[config.mk]
export PLATFORM = sky130hd
export DESIGN_NAME = aacc_top
export DESIGN_NICKNAME = d
export VERILOG_FILES = /design/src/core/aacc_pkg.sv /design/src/core/aacc_top.sv /design/src/core/aacc_conv_engine.sv
export VERILOG_INCLUDE_DIRS = /design/src /design/src/core
export SDC_FILE = /design/constraint.sdc
export NUM_CORES = 1
export LEC_CHECK = 0
export BUFFER_PORTS_ARGS = -buffer_cell sky130_fd_sc_hd__buf_2
export CAP_MARGIN = 15
export CORE_MARGIN = 2
export CORE_UTILIZATION = 60
export CTS_BUF_LIST = sky130_fd_sc_hd__clkbuf_16
export DETAILED_ROUTE_END_ITERATION = 8
export PLACE_DENSITY = 0.77
export SYNTH_ARGS = -nofsm -noshare
export SYNTH_HDL_FRONTEND = slang
export SYNTH_SLANG_ARGS = --single-unit
export TNS_END_PERCENT = 100
[constraint.sdc]
create_clock -name aclk -period 6.1 [get_ports aclk]
set_input_delay 1.22 -clock aclk [delete_from_list [all_inputs] [get_ports aclk]]
set_output_delay 1.22 -clock aclk [all_outputs]
set_load 0.1 [all_outputs]
[src/core/aacc_defines.svh]
// Offsets, field positions, reset values and timing counts of the accumulator.
// Assumes inclusion by bare name from every file that needs them.
`ifndef AACC_DEFINES_SVH
`define AACC_DEFINES_SVH
`define AACC_AW          8
`define AACC_A_CTRL      8'h00
`define AACC_A_SWTRIG    8'h04
`define AACC_A_SAMPLING_TIME_CONTROL  8'h08
`define AACC_A_AVERAGING_CONTROL   8'h0C
`define AACC_A_FLAG      8'h10
`define AACC_A_MASK      8'h14
`define AACC_A_RESULT    8'h18
`define AACC_A_STATUS    8'h1C
`define AACC_CTRL_EN     0
`define AACC_CTRL_FREE   1
`define AACC_CTRL_EVT    2
`define AACC_CTRL_RES_LO 4
`define AACC_CTRL_RES_HI 5
`define AACC_TRIG_START  0
`define AACC_AVG_CODE_LO 0
`define AACC_AVG_CODE_HI 3
`define AACC_AVG_ADJ_LO  4
`define AACC_AVG_ADJ_HI  6
`define AACC_FLAG_RDY    0
`define AACC_FLAG_OVR    1
`define AACC_STAT_BUSY   0
`define AACC_STAT_PEND   1
`define AACC_STAT_CNT_LO 16
`define AACC_RESOLUTION_SELECT_RST  2'h0
`define AACC_CODE_RST    4'h0
`define AACC_ADJ_RST     3'h0
`define AACC_CODE_MAX    4'hA
`define AACC_AUTO_BASE   4'h4
`define AACC_CONV_LAST   8'h0B
`define AACC_RESP_OKAY   2'h0
`define AACC_RESP_SLVERR 2'h2
`endif

[src/core/aacc_pkg.sv]
// Types of the accumulator's conversion sequencer; the top module does not use them.
// Assumes nothing of its surroundings.
`default_nettype none
package aacc_pkg;
	typedef enum logic [1:0] {
		AACC_IDLE    = 2'b00,
		AACC_SAMPLE  = 2'b01,
		AACC_CONVERT = 2'b10
	} aacc_conv_state_t;
endpackage : aacc_pkg
`default_nettype wire

[src/core/aacc_top.sv]
// Accumulating and averaging back end of a successive-approximation converter.
// Assumes an AXI4-Lite master and converter data valid when a conversion ends.
//
// Overview of operation
// - Start only after synchronised software or event request, or on completion when free running.
// - Sample input in first conversion half period.
// - Sampling length field lengthens the sampling phase.
// - Code k up to ten accumulates two to k samples; higher codes take one.
// - Sample count taken from code, sum grows.
// - Sums above sixteen samples must not overflow.
// - Codes five to ten shift by code minus four.
// - Codes up to four apply no automatic shift.
// - Averaging divides the accumulated sum by m.
// - Adjust shift adds to automatic shift, twelve bits.
// - One result per completed accumulation set.
// - Result ready flag only after final value.
// - Each result replaces the previous result register.
// - Free running restarts when previous conversion completes.
//
// Design decisions made here: the address map and the AXI4-Lite register port.
`include "aacc_defines.svh"
`default_nettype none
module aacc_top #(
	parameter int DATA_W   = 12,
	parameter int ACC_W    = 22,
	parameter int CNT_W    = 11,
	parameter int LEN_W    = 6,
	parameter int HALF_DIV = 2
) (
	input  wire logic               aclk,
	input  wire logic               aresetn,
	input  wire logic [`AACC_AW-1:0] awaddr,
	input  wire logic               awvalid,
	output logic                    awready,
	input  wire logic [31:0]        wdata,
	input  wire logic [3:0]         wstrb,
	input  wire logic               wvalid,
	output logic                    wready,
	output logic [1:0]              bresp,
	output logic                    bvalid,
	input  wire logic               bready,
	input  wire logic [`AACC_AW-1:0] araddr,
	input  wire logic               arvalid,
	output logic                    arready,
	output logic [31:0]             rdata,
	output logic [1:0]              rresp,
	output logic                    rvalid,
	input  wire logic               rready,
	input  wire logic               evt_start,
	input  wire logic [DATA_W-1:0]  sar_data,
	output logic                    sample_hold,
	output logic                    irq
);
	// Sample-count decode: number of samples in one set.
	function automatic logic [CNT_W-1:0] aacc_target(input logic [3:0] code);
		aacc_target = (code <= `AACC_CODE_MAX) ? (CNT_W'(1) << code) : CNT_W'(1);
	endfunction : aacc_target

	// Automatic right shift that keeps a large sum inside sixteen bits.
	function automatic logic [3:0] aacc_auto(input logic [3:0] code);
		aacc_auto = (code > `AACC_AUTO_BASE && code <= `AACC_CODE_MAX) ?
			code - `AACC_AUTO_BASE : 4'h0;
	endfunction : aacc_auto

	////////////////////////////////////////////////////////////////////////
	// Bus-side state.
	logic               aw_have_q, w_have_q;
	logic [`AACC_AW-1:0] aw_addr_q;
	logic [31:0]        w_data_q;
	logic [3:0]         w_strb_q;
	// Software-visible registers.
	logic               enable_q, free_run_q, evt_en_q;
	logic [1:0]         resolution_select_q;
	logic [LEN_W-1:0]   sampling_length_q;
	logic [3:0]         sample_count_code_q;
	logic [2:0]         adjust_shift_q;
	logic [1:0]         interrupt_flag_q, interrupt_mask_q;
	logic [15:0]        result_q;
	// Sequencing and accumulation.
	logic               start_pend_q, conv_start_q;
	logic [ACC_W-1:0]   acc_q;
	logic [CNT_W-1:0]   sample_cnt_q;
	logic               conv_busy, conv_done;
	logic [DATA_W-1:0]  conv_data;

	////////////////////////////////////////////////////////////////////////
	// Write channel decode; a write fires once address and data are both held.
	wire aw_take = awvalid && awready;
	wire w_take  = wvalid && wready;
	wire wr_fire = aw_have_q && w_have_q && !bvalid;
	wire lane0   = w_strb_q[0];
	wire we_ctrl = wr_fire && lane0 && (aw_addr_q == `AACC_A_CTRL);
	wire we_trig = wr_fire && lane0 && (aw_addr_q == `AACC_A_SWTRIG);
	wire we_samp = wr_fire && lane0 && (aw_addr_q == `AACC_A_SAMPLING_TIME_CONTROL);
	wire we_avg  = wr_fire && lane0 && (aw_addr_q == `AACC_A_AVERAGING_CONTROL);
	wire we_flag = wr_fire && lane0 && (aw_addr_q == `AACC_A_FLAG);
	wire we_mask = wr_fire && lane0 && (aw_addr_q == `AACC_A_MASK);
	wire wr_hit  = (aw_addr_q == `AACC_A_CTRL) || (aw_addr_q == `AACC_A_SWTRIG) ||
		(aw_addr_q == `AACC_A_SAMPLING_TIME_CONTROL) || (aw_addr_q == `AACC_A_AVERAGING_CONTROL) ||
		(aw_addr_q == `AACC_A_FLAG) || (aw_addr_q == `AACC_A_MASK) ||
		(aw_addr_q == `AACC_A_RESULT) || (aw_addr_q == `AACC_A_STATUS);
	wire aw_have_d = (aw_have_q || aw_take) && !wr_fire;
	wire w_have_d  = (w_have_q || w_take) && !wr_fire;
	wire bvalid_d  = wr_fire || (bvalid && !bready);

	// Address and data are taken in either order and held until the write.
	always_ff @(posedge aclk)
	begin
		if (!aresetn)
		begin
			aw_have_q <= 1'b0;
			w_have_q  <= 1'b0;
			awready   <= 1'b0;
			wready    <= 1'b0;
			bvalid    <= 1'b0;
			bresp     <= `AACC_RESP_OKAY;
		end
		else
		begin
			aw_have_q <= aw_have_d;
			w_have_q  <= w_have_d;
			awready   <= !aw_have_d;
			wready    <= !w_have_d;
			bvalid    <= bvalid_d;
			if (wr_fire)
				bresp <= wr_hit ? `AACC_RESP_OKAY : `AACC_RESP_SLVERR;
		end
	end

	// Payload capture; no reset needed since the have flags guard it.
	always_ff @(posedge aclk)
	begin
		if (aw_take)
			aw_addr_q <= awaddr;
		if (w_take)
		begin
			w_data_q <= wdata;
			w_strb_q <= wstrb;
		end
	end

	////////////////////////////////////////////////////////////////////////
	// Control fields; writes to the result or status word are ignored.
	always_ff @(posedge aclk)
	begin
		if (!aresetn)
		begin
			enable_q            <= 1'b0;
			free_run_q          <= 1'b0;
			evt_en_q            <= 1'b0;
			resolution_select_q <= `AACC_RESOLUTION_SELECT_RST;
			sampling_length_q   <= '0;
			sample_count_code_q <= `AACC_CODE_RST;
			adjust_shift_q      <= `AACC_ADJ_RST;
			interrupt_mask_q    <= 2'h0;
		end
		else
		begin
			if (we_ctrl)
			begin
				enable_q            <= w_data_q[`AACC_CTRL_EN];
				free_run_q          <= w_data_q[`AACC_CTRL_FREE];
				evt_en_q            <= w_data_q[`AACC_CTRL_EVT];
				resolution_select_q <= w_data_q[`AACC_CTRL_RES_HI:`AACC_CTRL_RES_LO];
			end
			if (we_samp)
				sampling_length_q <= w_data_q[LEN_W-1:0];
			if (we_avg)
			begin
				sample_count_code_q <= w_data_q[`AACC_AVG_CODE_HI:`AACC_AVG_CODE_LO];
				adjust_shift_q      <= w_data_q[`AACC_AVG_ADJ_HI:`AACC_AVG_ADJ_LO];
			end
			if (we_mask)
				interrupt_mask_q <= w_data_q[1:0];
		end
	end

	////////////////////////////////////////////////////////////////////////
	// Start requests are held pending and issued from a register stage,
	// which is the point where they are aligned to the converter clock.
	wire sw_start = we_trig && w_data_q[`AACC_TRIG_START];
	wire evt_go   = evt_start && evt_en_q;
	wire free_go  = conv_done && free_run_q;
	wire start_rq = enable_q && (sw_start || evt_go || free_go);
	wire issue    = start_pend_q && enable_q && !conv_busy && !conv_start_q;
	wire pend_d   = start_rq || (start_pend_q && !issue && enable_q);

	always_ff @(posedge aclk)
	begin
		if (!aresetn)
		begin
			start_pend_q <= 1'b0;
			conv_start_q <= 1'b0;
		end
		else
		begin
			start_pend_q <= pend_d;
			conv_start_q <= issue;
		end
	end

	// Sequencer for one conversion.
	aacc_conv_engine #(
		.HALF_DIV (HALF_DIV),
		.LEN_W    (LEN_W),
		.DATA_W   (DATA_W)
	) u_conv (
		.aclk        (aclk),
		.aresetn     (aresetn),
		.start       (conv_start_q),
		.samp_len    (sampling_length_q),
		.sar_data    (sar_data),
		.sample_hold (sample_hold),
		.busy        (conv_busy),
		.done        (conv_done),
		.data        (conv_data)
	);

	////////////////////////////////////////////////////////////////////////
	// Accumulation: the first sample of a set starts from zero, so a stale
	// partial sum never leaks into the next result.
	wire [CNT_W-1:0] target   = aacc_target(sample_count_code_q);
	wire             last     = (sample_cnt_q == target - CNT_W'(1));
	wire [ACC_W-1:0] acc_base = (sample_cnt_q == '0) ? '0 : acc_q;
	wire [ACC_W-1:0] sum_d    = acc_base + ACC_W'(conv_data);
	wire [3:0]       auto_sh  = aacc_auto(sample_count_code_q);
	wire [ACC_W-1:0] shifted  = (sum_d >> auto_sh) >> adjust_shift_q;
	wire             rdy_set  = conv_done && last;
	wire             set_clr  = we_avg || !enable_q;

	always_ff @(posedge aclk)
	begin
		if (!aresetn || set_clr)
		begin
			acc_q        <= '0;
			sample_cnt_q <= '0;
		end
		else if (rdy_set)
		begin
			acc_q        <= '0;
			sample_cnt_q <= '0;
		end
		else if (conv_done)
		begin
			acc_q        <= sum_d;
			sample_cnt_q <= sample_cnt_q + CNT_W'(1);
		end
	end

	// Result word is replaced only when a whole set completes.
	always_ff @(posedge aclk)
	begin
		if (!aresetn)
			result_q <= 16'h0000;
		else if (rdy_set)
			result_q <= shifted[15:0];
	end

	////////////////////////////////////////////////////////////////////////
	// Sticky flags; a new event wins over a write-one clear in the same cycle.
	// Overrun marks a result that replaced one software never acknowledged.
	wire [1:0] flag_clr = we_flag ? w_data_q[1:0] : 2'h0;
	wire [1:0] flag_set = {rdy_set && interrupt_flag_q[`AACC_FLAG_RDY], rdy_set};
	wire [1:0] flag_d   = flag_set | (interrupt_flag_q & ~flag_clr);

	always_ff @(posedge aclk)
	begin
		if (!aresetn)
		begin
			interrupt_flag_q <= 2'h0;
			irq              <= 1'b0;
		end
		else
		begin
			interrupt_flag_q <= flag_d;
			irq              <= |(flag_d & interrupt_mask_q);
		end
	end

	////////////////////////////////////////////////////////////////////////
	// Read path; unmapped addresses answer zero with an error response.
	wire ar_take  = arvalid && arready;
	wire rvalid_d = ar_take || (rvalid && !rready);
	wire [31:0] ctrl_word = {26'h0, resolution_select_q, 1'b0, evt_en_q, free_run_q, enable_q};
	wire [31:0] avg_word  = {25'h0, adjust_shift_q, sample_count_code_q};
	wire [31:0] stat_word = {5'h0, sample_cnt_q, 14'h0, start_pend_q, conv_busy};
	wire rd_hit = (araddr == `AACC_A_CTRL) || (araddr == `AACC_A_SWTRIG) ||
		(araddr == `AACC_A_SAMPLING_TIME_CONTROL) || (araddr == `AACC_A_AVERAGING_CONTROL) ||
		(araddr == `AACC_A_FLAG) || (araddr == `AACC_A_MASK) ||
		(araddr == `AACC_A_RESULT) || (araddr == `AACC_A_STATUS);
	wire [31:0] rd_word =
		(araddr == `AACC_A_CTRL)     ? ctrl_word :
		(araddr == `AACC_A_SAMPLING_TIME_CONTROL) ? 32'(sampling_length_q) :
		(araddr == `AACC_A_AVERAGING_CONTROL)  ? avg_word :
		(araddr == `AACC_A_FLAG)     ? {30'h0, interrupt_flag_q} :
		(araddr == `AACC_A_MASK)     ? {30'h0, interrupt_mask_q} :
		(araddr == `AACC_A_RESULT)   ? {16'h0, result_q} :
		(araddr == `AACC_A_STATUS)   ? stat_word : 32'h0000_0000;

	always_ff @(posedge aclk)
	begin
		if (!aresetn)
		begin
			arready <= 1'b0;
			rvalid  <= 1'b0;
			rdata   <= 32'h0000_0000;
			rresp   <= `AACC_RESP_OKAY;
		end
		else
		begin
			arready <= !rvalid_d;
			rvalid  <= rvalid_d;
			if (ar_take)
			begin
				rdata <= rd_word;
				rresp <= rd_hit ? `AACC_RESP_OKAY : `AACC_RESP_SLVERR;
			end
		end
	end
endmodule : aacc_top
`default_nettype wire

[src/core/aacc_conv_engine.sv]
// Conversion sequencer: sampling window, conversion phase and result capture.
// Assumes a synchronous start pulse and converter data valid at the end.
`include "aacc_defines.svh"
`default_nettype none
module aacc_conv_engine #(
	parameter int HALF_DIV = 2,
	parameter int LEN_W    = 6,
	parameter int DATA_W   = 12
) (
	input  wire logic              aclk,
	input  wire logic              aresetn,
	input  wire logic              start,
	input  wire logic [LEN_W-1:0]  samp_len,
	input  wire logic [DATA_W-1:0] sar_data,
	output logic                   sample_hold,
	output logic                   busy,
	output logic                   done,
	output logic [DATA_W-1:0]      data
);
	localparam int CW = LEN_W + 2;
	localparam logic [7:0] DIV_LAST = 8'(HALF_DIV - 1);
	aacc_pkg::aacc_conv_state_t state_q, state_d;
	logic [7:0]    div_q;
	logic [CW-1:0] cnt_q;
	logic [CW-1:0] cnt_d;
	wire           half_en  = (div_q == DIV_LAST);
	wire           cnt_zero = (cnt_q == '0);
	wire           go       = start && (state_q == aacc_pkg::AACC_IDLE);
	wire           fin      = (state_q == aacc_pkg::AACC_CONVERT) && half_en && cnt_zero;

	////////////////////////////////////////////////////////////////////////
	// Next state; the window lasts one half period plus samp_len halves.
	always_comb
	begin
		state_d = state_q;
		cnt_d   = cnt_q;
		case (state_q)
			aacc_pkg::AACC_IDLE:
			begin
				if (go)
				begin
					state_d = aacc_pkg::AACC_SAMPLE;
					cnt_d   = CW'(samp_len);
				end
			end
			aacc_pkg::AACC_SAMPLE:
			begin
				if (half_en && cnt_zero)
				begin
					state_d = aacc_pkg::AACC_CONVERT;
					cnt_d   = CW'(`AACC_CONV_LAST);
				end
				else if (half_en)
					cnt_d = cnt_q - CW'(1);
			end
			aacc_pkg::AACC_CONVERT:
			begin
				if (fin)
					state_d = aacc_pkg::AACC_IDLE;
				else if (half_en)
					cnt_d = cnt_q - CW'(1);
			end
			default:
				state_d = aacc_pkg::AACC_IDLE;
		endcase
	end

	// Divider restarts on start so the first half period is whole.
	always_ff @(posedge aclk)
	begin
		if (!aresetn || go || half_en)
			div_q <= 8'h00;
		else
			div_q <= div_q + 8'h01;
	end

	// State and registered outputs.
	always_ff @(posedge aclk)
	begin
		if (!aresetn)
		begin
			state_q     <= aacc_pkg::AACC_IDLE;
			cnt_q       <= '0;
			sample_hold <= 1'b0;
			busy        <= 1'b0;
			done        <= 1'b0;
			data        <= '0;
		end
		else
		begin
			state_q     <= state_d;
			cnt_q       <= cnt_d;
			sample_hold <= (state_d == aacc_pkg::AACC_SAMPLE);
			busy        <= (state_d != aacc_pkg::AACC_IDLE);
			done        <= fin;
			if (fin)
				data <= sar_data;
		end
	end
endmodule : aacc_conv_engine
`default_nettype wire

### Yosys cells after proc, flatten, opt, wreduce, memory -nomap -nowiden

Cells that the tools add are included.

* add/sub/neg operators: 6
* order comparisons: 2
* equality and inequality tests: 21
* shift operators: 3
* muxes and demuxes: 22
* bitwise logic cells: 4
* reduce and logical (&&, ||, !) cells: 79

Operator list (number)
* $mux 27: 7
* $eq 8x5->1 const B: 8
* $eq 8x4->1 const B: 4
* $logic_and 1x1->1: 32
* $mux 8: 4
* $logic_or 1x1->1: 25
* $logic_not 8->1: 3
* $pmux 8 s3: 1
* $add 22x12->22: 1
* $mux 22: 1
* $shr 22x3->16: 1
* $shr 22x4->22: 1
* $eq 8x3->1 const B: 2
* $logic_not 1->1: 12
* $mux 2: 6
* $add 11x1->11 const B: 1
* $eq 11x11->1: 1
* $logic_not 11->1: 1
* $mux 11: 1
* $shl 1x4->11 const A: 1
* $sub 11x1->11 const B: 1
* $add 8x1->8 const B: 1
* $eq 8x1->1 const B: 1
* $sub 8x1->8 const B: 1
* other kinds (17): 20

* register bits after elaboration: 166
* input bits: 72
* output and inout bits: 43
* word-level logic and storage cells: 172

### Depth between registers and ports, before layout

Gate-level depths: netlist of the first run.

* depth in word-level cells: 10
* gate-level depth with buffers: 25
* mapped depth without buffers: 19

### By module

Synthesis of the first run repeated with hierarchy kept, for this count alone.

* cells, all modules: 1233
* area, all modules: 10087.2 um^2

By module, submodules not included
* aacc_top: instances 1, cells an instance 1055, area each 8465.6 um^2, seq. area each 2682.6 um^2
* aacc_conv_engine: instances 1, cells an instance 178, area each 1621.6 um^2, seq. area each 660.6 um^2

### Worst setup path before layout of the first run

OpenSTA, ideal clock, no wires.

* path kind: register -> register
* start point: register sample_cnt_q[0]
* end point: register result_q[0]
* setup time: 0.074 ns
* arrival: 5.115 ns
* required time: 6.026 ns
* setup slack: 0.910 ns
* cell stages (with the launch flop): 24
* path buffers: 6
* period minus slack after synthesis: 5.190 ns
* cell sequence: dfxtp_1 clkbuf_1 inv_1 ha_1 nor2b_1 nand3_1 buf_2 buf_4 clkbuf_1 clkbuf_1 and2_1 ha_1 buf_6 a21oi_4 nor2_2 o41a_1 or4_4 nand3_2 a21oi_2 or3_4 a31o_1 mux4_2 or2_1 a31oi_1

* cells in the longest elaborated chain, start to end: 5
* elaborated cells on any way between the ends: 7
* those cells by class: add/sub (1); eq/ne (1); shift (2); mux (1); reduce/logical (2)

RTL lines
* start: declaration: RTL line aacc_top.sv:82 `logic [CNT_W-1:0] sample_cnt_q;`
* start signal: assignment: RTL line aacc_top.sv:246 `sample_cnt_q <= sample_cnt_q + CNT_W'(1);`
* $logic_not 11->1: RTL line aacc_top.sv:224 `wire [ACC_W-1:0] acc_base = (sample_cnt_q == '0) ? '0 : acc_q;`
* $mux 22: RTL line aacc_top.sv:224
* $add 22x12->22: RTL line aacc_top.sv:225 `wire [ACC_W-1:0] sum_d = acc_base + ACC_W'(conv_data);`
* $shr 22x4->22: RTL line aacc_top.sv:227 `wire [ACC_W-1:0] shifted = (sum_d >> auto_sh) >> adjust_shift_q;`
* $shr 22x3->16: RTL line aacc_top.sv:227
* end signal: assignment: RTL line aacc_top.sv:256 `result_q <= shifted[15:0];`
* end: declaration: RTL line aacc_top.sv:78 `logic [15:0] result_q;`

Parallel ways exist; a longest one is shown, timed or not.
A chain may end at the register's enable or synchronous reset.

### Final worst setup path of the first run

* start point: register sample_cnt_q[6]
* end point: register result_q[8]

The elaborated chain is that of the path after synthesis.

==> summary.txt, run 1 <==
Outcome
  – Result of the run: finished clean

Floorplan
  – Count of pins on the block boundary: 115
  – Die height: 134 um
  – Row cnt: 47
  – Placeable core region: 16,600 um2
  – Die area: 18,000 um2
  – Die outline width: 134 um
  – Starting utilization of the core area: 61.5%

Worst setup path
  – Critical path's top delay family: compound AO/OA/AOI/OAI gates
  – Required time of the critical path: 6.42 ns
  – Startpoint types: flip-flop
  – Critical Path End Type: flip-flop
  – Worst reg-to-reg setup slack: 0.79 ns
  – Number of buffer and inverter instances along the worst setup path: 2
  – Kind of critical path: flip-flop to flip-flop
  – Critical path data arrival time: 5.63 ns
  – Critical Path Max Stage Delay: 0.57 ns
  – Largest driver fanout on the critical path: 13
  – CP Cell Sequence: nor4_1 -> nand3_1 -> buf_4 -> and2_1 -> ha_1 -> fa_1 -> a21o_1 -> a221o_1 -> a21oi_2 -> buf_4 -> a21oi_1 -> a32oi_1 -> o22ai_1 -> o31ai_1 -> a2bb2oi_1 -> mux2i_1 -> mux2_2 -> o21ai_0 -> a21oi_1
  – Slowest CP cell: sky130_fd_sc_hd__o31ai_1

Global route
  – Initial antenna violation count: 0
  – Global-route wire length before repair: 43,900 um
  – Maximum number of pins on one net before global-route repair: 57
  – Via count of the first global-routing pass: 8,782
  – Total congestion overflow after global routing: 0
  – GR Util All Layers: 29.7%

Clock network
  – Quantity of gates resized following cts: 0
  – Maximum buffer depth of the clock tree: 2
  – Number of H-tree levels: 4
  – Clock insertion delay at the later pin of the skew report: 0.43 ns
  – CTS Buf Count: 17
  – Cts-stage hold buffer count: 0
  – CTS clock-pin slew for the worst setup and hold paths: 0.07 ns
  – Num Clock Sinks: 159
  – CTS tree: built
  – Post-CTS setup buffer count: 0
  – CTS root buf: sky130_fd_sc_hd__clkbuf_16

Logic synthesis
  – Mux cell area share after synthesis: 7.85%
  – Area share of xor/xnor cells in the synthesized design: 3.44%
  – Mapped Avg Cell Area: 8.07 um2
  – Number of distinct standard cells referenced by the synthesized netlist: 93
  – Most numerous cell in the Yosys netlist: sky130_fd_sc_hd__nor2_1
  – Cells after Synth: 1,263
  – Yosys top cell area share: 28.1%
  – Share of the yosys chip area belonging to registers: 32.8%
  – Most area-consuming cells after synthesis: sky130_fd_sc_hd__dfxtp_1 (28%), sky130_fd_sc_hd__nor2_1 (5.5%), sky130_fd_sc_hd__mux2i_1 (5.3%)
  – Share of async-settable or async-resettable flops after synthesis: 0%
  – Number of storage elements in the synthesis netlist: 159
  – Number of enable flip-flop cells after synthesis: 16
  – Post-Syn Area: 10,200 um2
  – Top cells by count, synth: sky130_fd_sc_hd__nor2_1 (148), sky130_fd_sc_hd__dfxtp_1 (143), sky130_fd_sc_hd__nand2_1 (107)
  – Largest family of logic cells by synthesized area: compound AO/OA/AOI/OAI gates
  – Synth warnings: 0
  – Cell taking the most area after synthesis: sky130_fd_sc_hd__dfxtp_1
  – Prevailing post-synth register cell: sky130_fd_sc_hd__dfxtp_1
  – Post-synthesis share of cell area spent on full adders, half adders and majority gates: 3.27%
  – Basic-gate share of the synthesized area counting and, or, nand and nor cells: 22.7%
  – Compound-gate portion of the synthesized area: 24.3%

Routing
  – Overall via count from detail_route: 9,692
  – Number of DRC violations after detailed-routing iteration 0: 1,033
  – Final Routed Wirelength: 26,800 um
  – DRT antenna net count: 0
  – Detail-routed net length per standard cell: 17.7 um
  – Detailed-routing iteration count for the pre-antenna-repair pass: 5
  – Final routed DRC violation total: 0
  – Via count normalized by instance count: 6.40

STA
  – Slew Viols, Final: 0
  – Slew HR: 26.8%
  – Final-report hold violation count: 0
  – Fmax: 188 MHz
  – Final clock period utilization by the worst path: 87.1%
  – Final worst clock skew: 0.00935 ns
  – Transition time of the tightest slew-check pin: 1.10 ns
  – Setup TNS: 0 ns
  – RSZ-0062 raised after global routing: no
  – Count of final setup violators: 0
  – Min Clock Period, post-route: 5.31 ns

Power and ir drop
  – Clock Power Share: 47.0%
  – Switching Power: 603 uW
  – Combinational share of power: 6.2%
  – Static leakage power: 4.16 nW
  – Internal power: 1.70 mW
  – Sequential group share of total power: 46.9%
  – Power density over the cells: 207 nW/um2
  – Switching share of total power: 26.2%
  – Worst ir drop on vdd: 184 uV

Finish
  – Number of diodes: 0
  – Layout-stage area growth over the synthesis result: 9.42%
  – Total Nets Final: 1,379
  – Final core area utilization: 67.2%
  – Share of cells above drive strength 1: 13.4%

Worst hold path
  – Path class of the lowest-slack min-delay path: flip-flop to flip-flop

Placement
  – Post-DP HPWL: 18,600 um
  – Routability-driven placement congestion ratio: 0.908
  – I/O Buffers: 79

Flow run
  – MaxCap Viol Count: 0
## cells in the final DEF (no fill, tap or decap), drive strengths merged, types with 22 or more instances in the layout
cell type / count
mux2i: 54
nor2: 150
o21ai: 53
buf: 96
a21oi: 94
ha: 25
inv: 37
nand2: 107
a22oi: 28
nand4: 22
dfxtp: 143
nor3: 41
xor2: 23
nand3: 53
and2: 24
## worst register-to-register path, delay by kind of cell, from the launching register on
kind / cells / cell delay (ns)
and+or+nand+nor: 3 / 0.71
buffers and inverters: 2 / 0.40
muxes: 2 / 0.47
adders and majority gates: 2 / 0.65
DFF: 1 / 0.38
AOI/OAI and AO/OA: 10 / 2.59
## logic make-up (layout without fill, tap and decap cells)
group,after synthesis,count (layout)
AOI/OAI and AO/OA,354,354
xor gates and xnor gates,40,40
adders and majority gates,26,26
buffers and inverters,132,157
DFF,159,159
muxes,71,71
other,1,7
and+or+nand+nor,480,480
## power by group through the flow
stage	logic, mW	clock network (mW)	registers (mW)
floorplan	0.0690	0	1.14
global placement	0.140	0	1.10
detailed placement	0.140	0	1.10
CTS	0.141	1.09	1.08
global route	0.152	1.13	1.08
finish	0.142	1.08	1.08
## final cells by class
cell class              count  area, um2
clock inverters            14        145
flip-flops and latches    159       3340
inverters                  29        109
fillers                  1412       5430
clock buffers              18        450
multi-input cells         978       6300
repair buffers             96        523
well taps                 220        275
## routing by layer
layer | vias to the layer above | GRT usage, % | part of all wire, % | routed length, um
li1 | 4682 | - | - | -
met1 | 4611 | 40.6 | 45 | 12000
met2 | 354 | 48.3 | 46 | 12400
met3 | 45 | 5.14 | 6.8 | 1830
met4 | 0 | 8.77 | 1.9 | 496
met5 | - | 0 | 0 | 0
## sequential cells by signal, indices dropped and copies added, names as in the netlist, 3 cells and up
name                 count
acc_q                   22
adjust_shift_q           3
aw_addr_q                8
rdata                   27
result_q                16
sample_cnt_q            11
sample_count_code_q      4
sampling_length_q        6
u_conv.cnt_q             8
u_conv.data             12
u_conv.div_q             8
w_data_q                 7
## path summary, 6_finish.rpt
| check | startpoint | endpoint | depth (start not counted) |
|---|---|---|---|
| hold / removal | rdata[12]$_SDFFE_PN0P_ | rdata[12]$_SDFFE_PN0P_ | 2 |
| setup / recovery | sample_cnt_q[6]$_SDFFE_PP0P_ | result_q[8]$_SDFFE_PN0N_ | 19 |
| setup reg to reg | sample_cnt_q[6]$_SDFFE_PP0P_ | result_q[8]$_SDFFE_PN0N_ | 19 |
| hold reg to reg | rdata[12]$_SDFFE_PN0P_ | rdata[12]$_SDFFE_PN0P_ | 2 |
## metrics by stage
stage / cell area [um2] / std cells / hold WS, ns / setup WS (ns) / total power, mW
after floorplan: 10200 / 1269 / 0.412 / 0.910 / 1.21
after global placement: 10600 / 1482 / 0.440 / 0.968 / 1.24
after detailed placement: 10600 / 1482 / 0.444 / 0.878 / 1.24
after CTS: 11200 / 1514 / 0.453 / 0.864 / 2.31
after global routing: 11200 / 1514 / 0.472 / 0.424 / 2.36
final: 11200 / 1514 / 0.450 / 0.786 / 2.30
No activity file was read; power rests on OpenSTA's default activity.
==> run 2, diff against run 1 <==
==> constraint.sdc (replaced) <==
create_clock -name aclk -period 6.6 [get_ports aclk]
set_input_delay 0.99 -clock aclk [delete_from_list [all_inputs] [get_ports aclk]]
set_output_delay 0.99 -clock aclk [all_outputs]
set_load 0.1 [all_outputs]
==> run 2 against run 1 <==
Fmax down 7.7%. Critical path depth unchanged. Global-route usage down 0.16 points. Count of clock-buffer cells in the layout down 1. Worst hold slack worse by 0.0010 ns. Utilization down 0.19 points. First-iteration DRC count up 7.9%. Register-to-register slack better by 0.05 ns. Die area unchanged. Combinational power down 8%. Clock skew up 0.0034 ns. Via count about the same. Largest cell class unchanged.
==> summary.txt, run 2 (synthesized netlist as in run 1, its figures left out) <==
Outcome
  – Result of the run: finished clean

Worst hold path
  – Path class of the lowest-slack min-delay path: flip-flop to flip-flop

STA
  – Slew HR: 33.4%
  – RSZ-0062 raised after global routing: no
  – Final clock period utilization by the worst path: 87.3%
  – Final-layout worst hold slack: 0.449 ns
  – Count of final setup violators: 0
  – Transition time of the tightest slew-check pin: 0.997 ns
  – Min Clock Period, post-route: 5.76 ns
  – Final worst clock skew: 0.0128 ns
  – Setup WS post-layout: 0.841 ns
  – Fmax: 174 MHz
  – Slew Viols, Final: 0
  – Setup TNS: 0 ns
  – Final-report hold violation count: 0

Floorplan
  – Placeable core region: 16,600 um2
  – Count of pins on the block boundary: 115
  – Die area: 18,000 um2
  – Die height: 134 um
  – Row cnt: 47
  – Starting utilization of the core area: 61.5%
  – Die outline width: 134 um

Power and ir drop
  – Worst ir drop on vdd: 230 uV
  – Power density over the cells: 191 nW/um2
  – Static leakage power: 4.14 nW

Finish
  – Flip-flop count of the largest register after layout: 27
  – Layout-stage area growth over the synthesis result: 9.11%
  – Largest registers ranked by flip-flop count: rdata: 27 flops, acc_q: 22 flops, result_q: 16 flops
  – Number of fillers in the final layout: 1,416
  – Total Nets Final: 1,376
  – Most common cell after layout, fill and taps aside: sky130_fd_sc_hd__nor2_1
  – Most used cells in the layout excluding fill and tap cells: sky130_fd_sc_hd__nor2_1 (148), sky130_fd_sc_hd__dfxtp_1 (143), sky130_fd_sc_hd__nand2_1 (107)
  – Largest register by flop count: rdata
  – Share of cells above drive strength 1: 13.3%
  – Number of diodes: 0

Routing
  – Detailed-routing iteration count for the pre-antenna-repair pass: 6
  – Number of DRC violations after detailed-routing iteration 0: 1,115
  – Detail-routed net length per standard cell: 17.7 um
  – Via count normalized by instance count: 6.42
  – Final Routed Wirelength: 26,700 um
  – DRT antenna net count: 0
  – Final routed DRC violation total: 0
  – Overall via count from detail_route: 9,694

Global route
  – Maximum number of pins on one net before global-route repair: 73
  – GR Util All Layers: 29.5%
  – Initial antenna violation count: 0
  – Via count of the first global-routing pass: 8,721
  – Total congestion overflow after global routing: 0
  – Global-route wire length before repair: 43,600 um

Worst setup path
  – Required time of the critical path: 6.90 ns
  – Largest driver fanout on the critical path: 37
  – Critical Path End Type: flip-flop
  – Startpoint types: flip-flop
  – Kind of critical path: flip-flop to flip-flop
  – Critical path data arrival time: 6.06 ns

Clock network
  – Maximum buffer depth of the clock tree: 2
  – Cts-stage hold buffer count: 0
  – Clock insertion delay at the later pin of the skew report: 0.44 ns
  – Num Clock Sinks: 159
  – CTS clock-pin slew for the worst setup and hold paths: 0.07 ns
  – Number of H-tree levels: 4
  – Post-CTS setup buffer count: 0
  – CTS root buf: sky130_fd_sc_hd__clkbuf_16
  – CTS Buf Count: 17
  – CTS tree: built
  – Quantity of gates resized following cts: 0

Placement
  – Post-DP HPWL: 18,700 um
  – Worst-case setup slack after placement: 1.03 ns
  – Routability-driven placement congestion ratio: 0.916
  – I/O Buffers: 79

Flow run
  – MaxCap Viol Count: 0
## run 2: path summary, 6_finish.rpt
kind	startpoint	end	slack (ns)	cells after the start
setup reg to reg	sample_cnt_q[0]$_SDFFE_PP0P_	result_q[6]$_SDFFE_PN0N_	0.84	19
hold reg to reg	rdata[12]$_SDFFE_PN0P_	rdata[12]$_SDFFE_PN0P_	0.45	2
setup / recovery	sample_cnt_q[0]$_SDFFE_PP0P_	result_q[6]$_SDFFE_PN0N_	0.84	19
hold / removal	rdata[12]$_SDFFE_PN0P_	rdata[12]$_SDFFE_PN0P_	0.45	2
## run 2: per-layer routing
layer | global-route usage [%] | vias to the layer above | part of all wire (%)
li1 | - | 4671 | -
met1 | 41.1 | 4573 | 45
met2 | 47.0 | 390 | 46
met3 | 4.54 | 60 | 7.1
met4 | 9.65 | 0 | 2.1
met5 | 0 | - | 0
## run 2: metrics by stage
| step | util, % | area [um2] | power [mW] | cells |
|---|---|---|---|---|
| after floorplan | - | 10200 | 1.12 | 1269 |
| after global placement | 63.5 | 10500 | 1.15 | 1478 |
| after detailed placement | 63.5 | 10500 | 1.15 | 1478 |
| after CTS | 67.0 | 11100 | 2.13 | 1510 |
| after global routing | 67.1 | 11100 | 2.18 | 1511 |
| final | 67.1 | 11100 | 2.13 | 1511 |
## run 2: worst max-delay path, stage by stage, from the launching register on
cell	delay [ns]
sky130_fd_sc_hd__dfxtp_1	0.58
sky130_fd_sc_hd__inv_1	0.10
sky130_fd_sc_hd__ha_1	0.20
sky130_fd_sc_hd__nor2b_1	0.13
sky130_fd_sc_hd__nand3_1	0.15
sky130_fd_sc_hd__buf_4	0.39
sky130_fd_sc_hd__and2_1	0.19
sky130_fd_sc_hd__ha_1	0.34
sky130_fd_sc_hd__a21oi_1	0.24
sky130_fd_sc_hd__nor2_1	0.11
sky130_fd_sc_hd__o311ai_2	0.80
sky130_fd_sc_hd__a21oi_1	0.31
sky130_fd_sc_hd__a32oi_1	0.29
sky130_fd_sc_hd__o21a_1	0.21
sky130_fd_sc_hd__a211oi_1	0.12
sky130_fd_sc_hd__o31ai_1	0.74
sky130_fd_sc_hd__mux2i_1	0.21
sky130_fd_sc_hd__mux2i_1	0.25
sky130_fd_sc_hd__mux2_2	0.20
sky130_fd_sc_hd__a21oi_1	0.06
## run 2: cell type report
type | count | area [um2] | share of cell area [%]
inverters | 29 | 109 | 0.979
flip-flops and latches | 159 | 3340 | 30.1
well taps | 220 | 275 | 2.48
multi-input cells | 978 | 6300 | 56.7
clock inverters | 15 | 161 | 1.45
repair buffers | 93 | 500 | 4.50
clock buffers | 17 | 425 | 3.83
## run 2: where the power goes
part / leakage (nW) / switching (mW) / internal, mW
Combinational: 2.55 / 0.103 / 0.0278
Clock: 0.289 / 0.487 / 0.510
Sequential: 1.30 / 0.00894 / 0.989
Total: 4.14 / 0.599 / 1.53
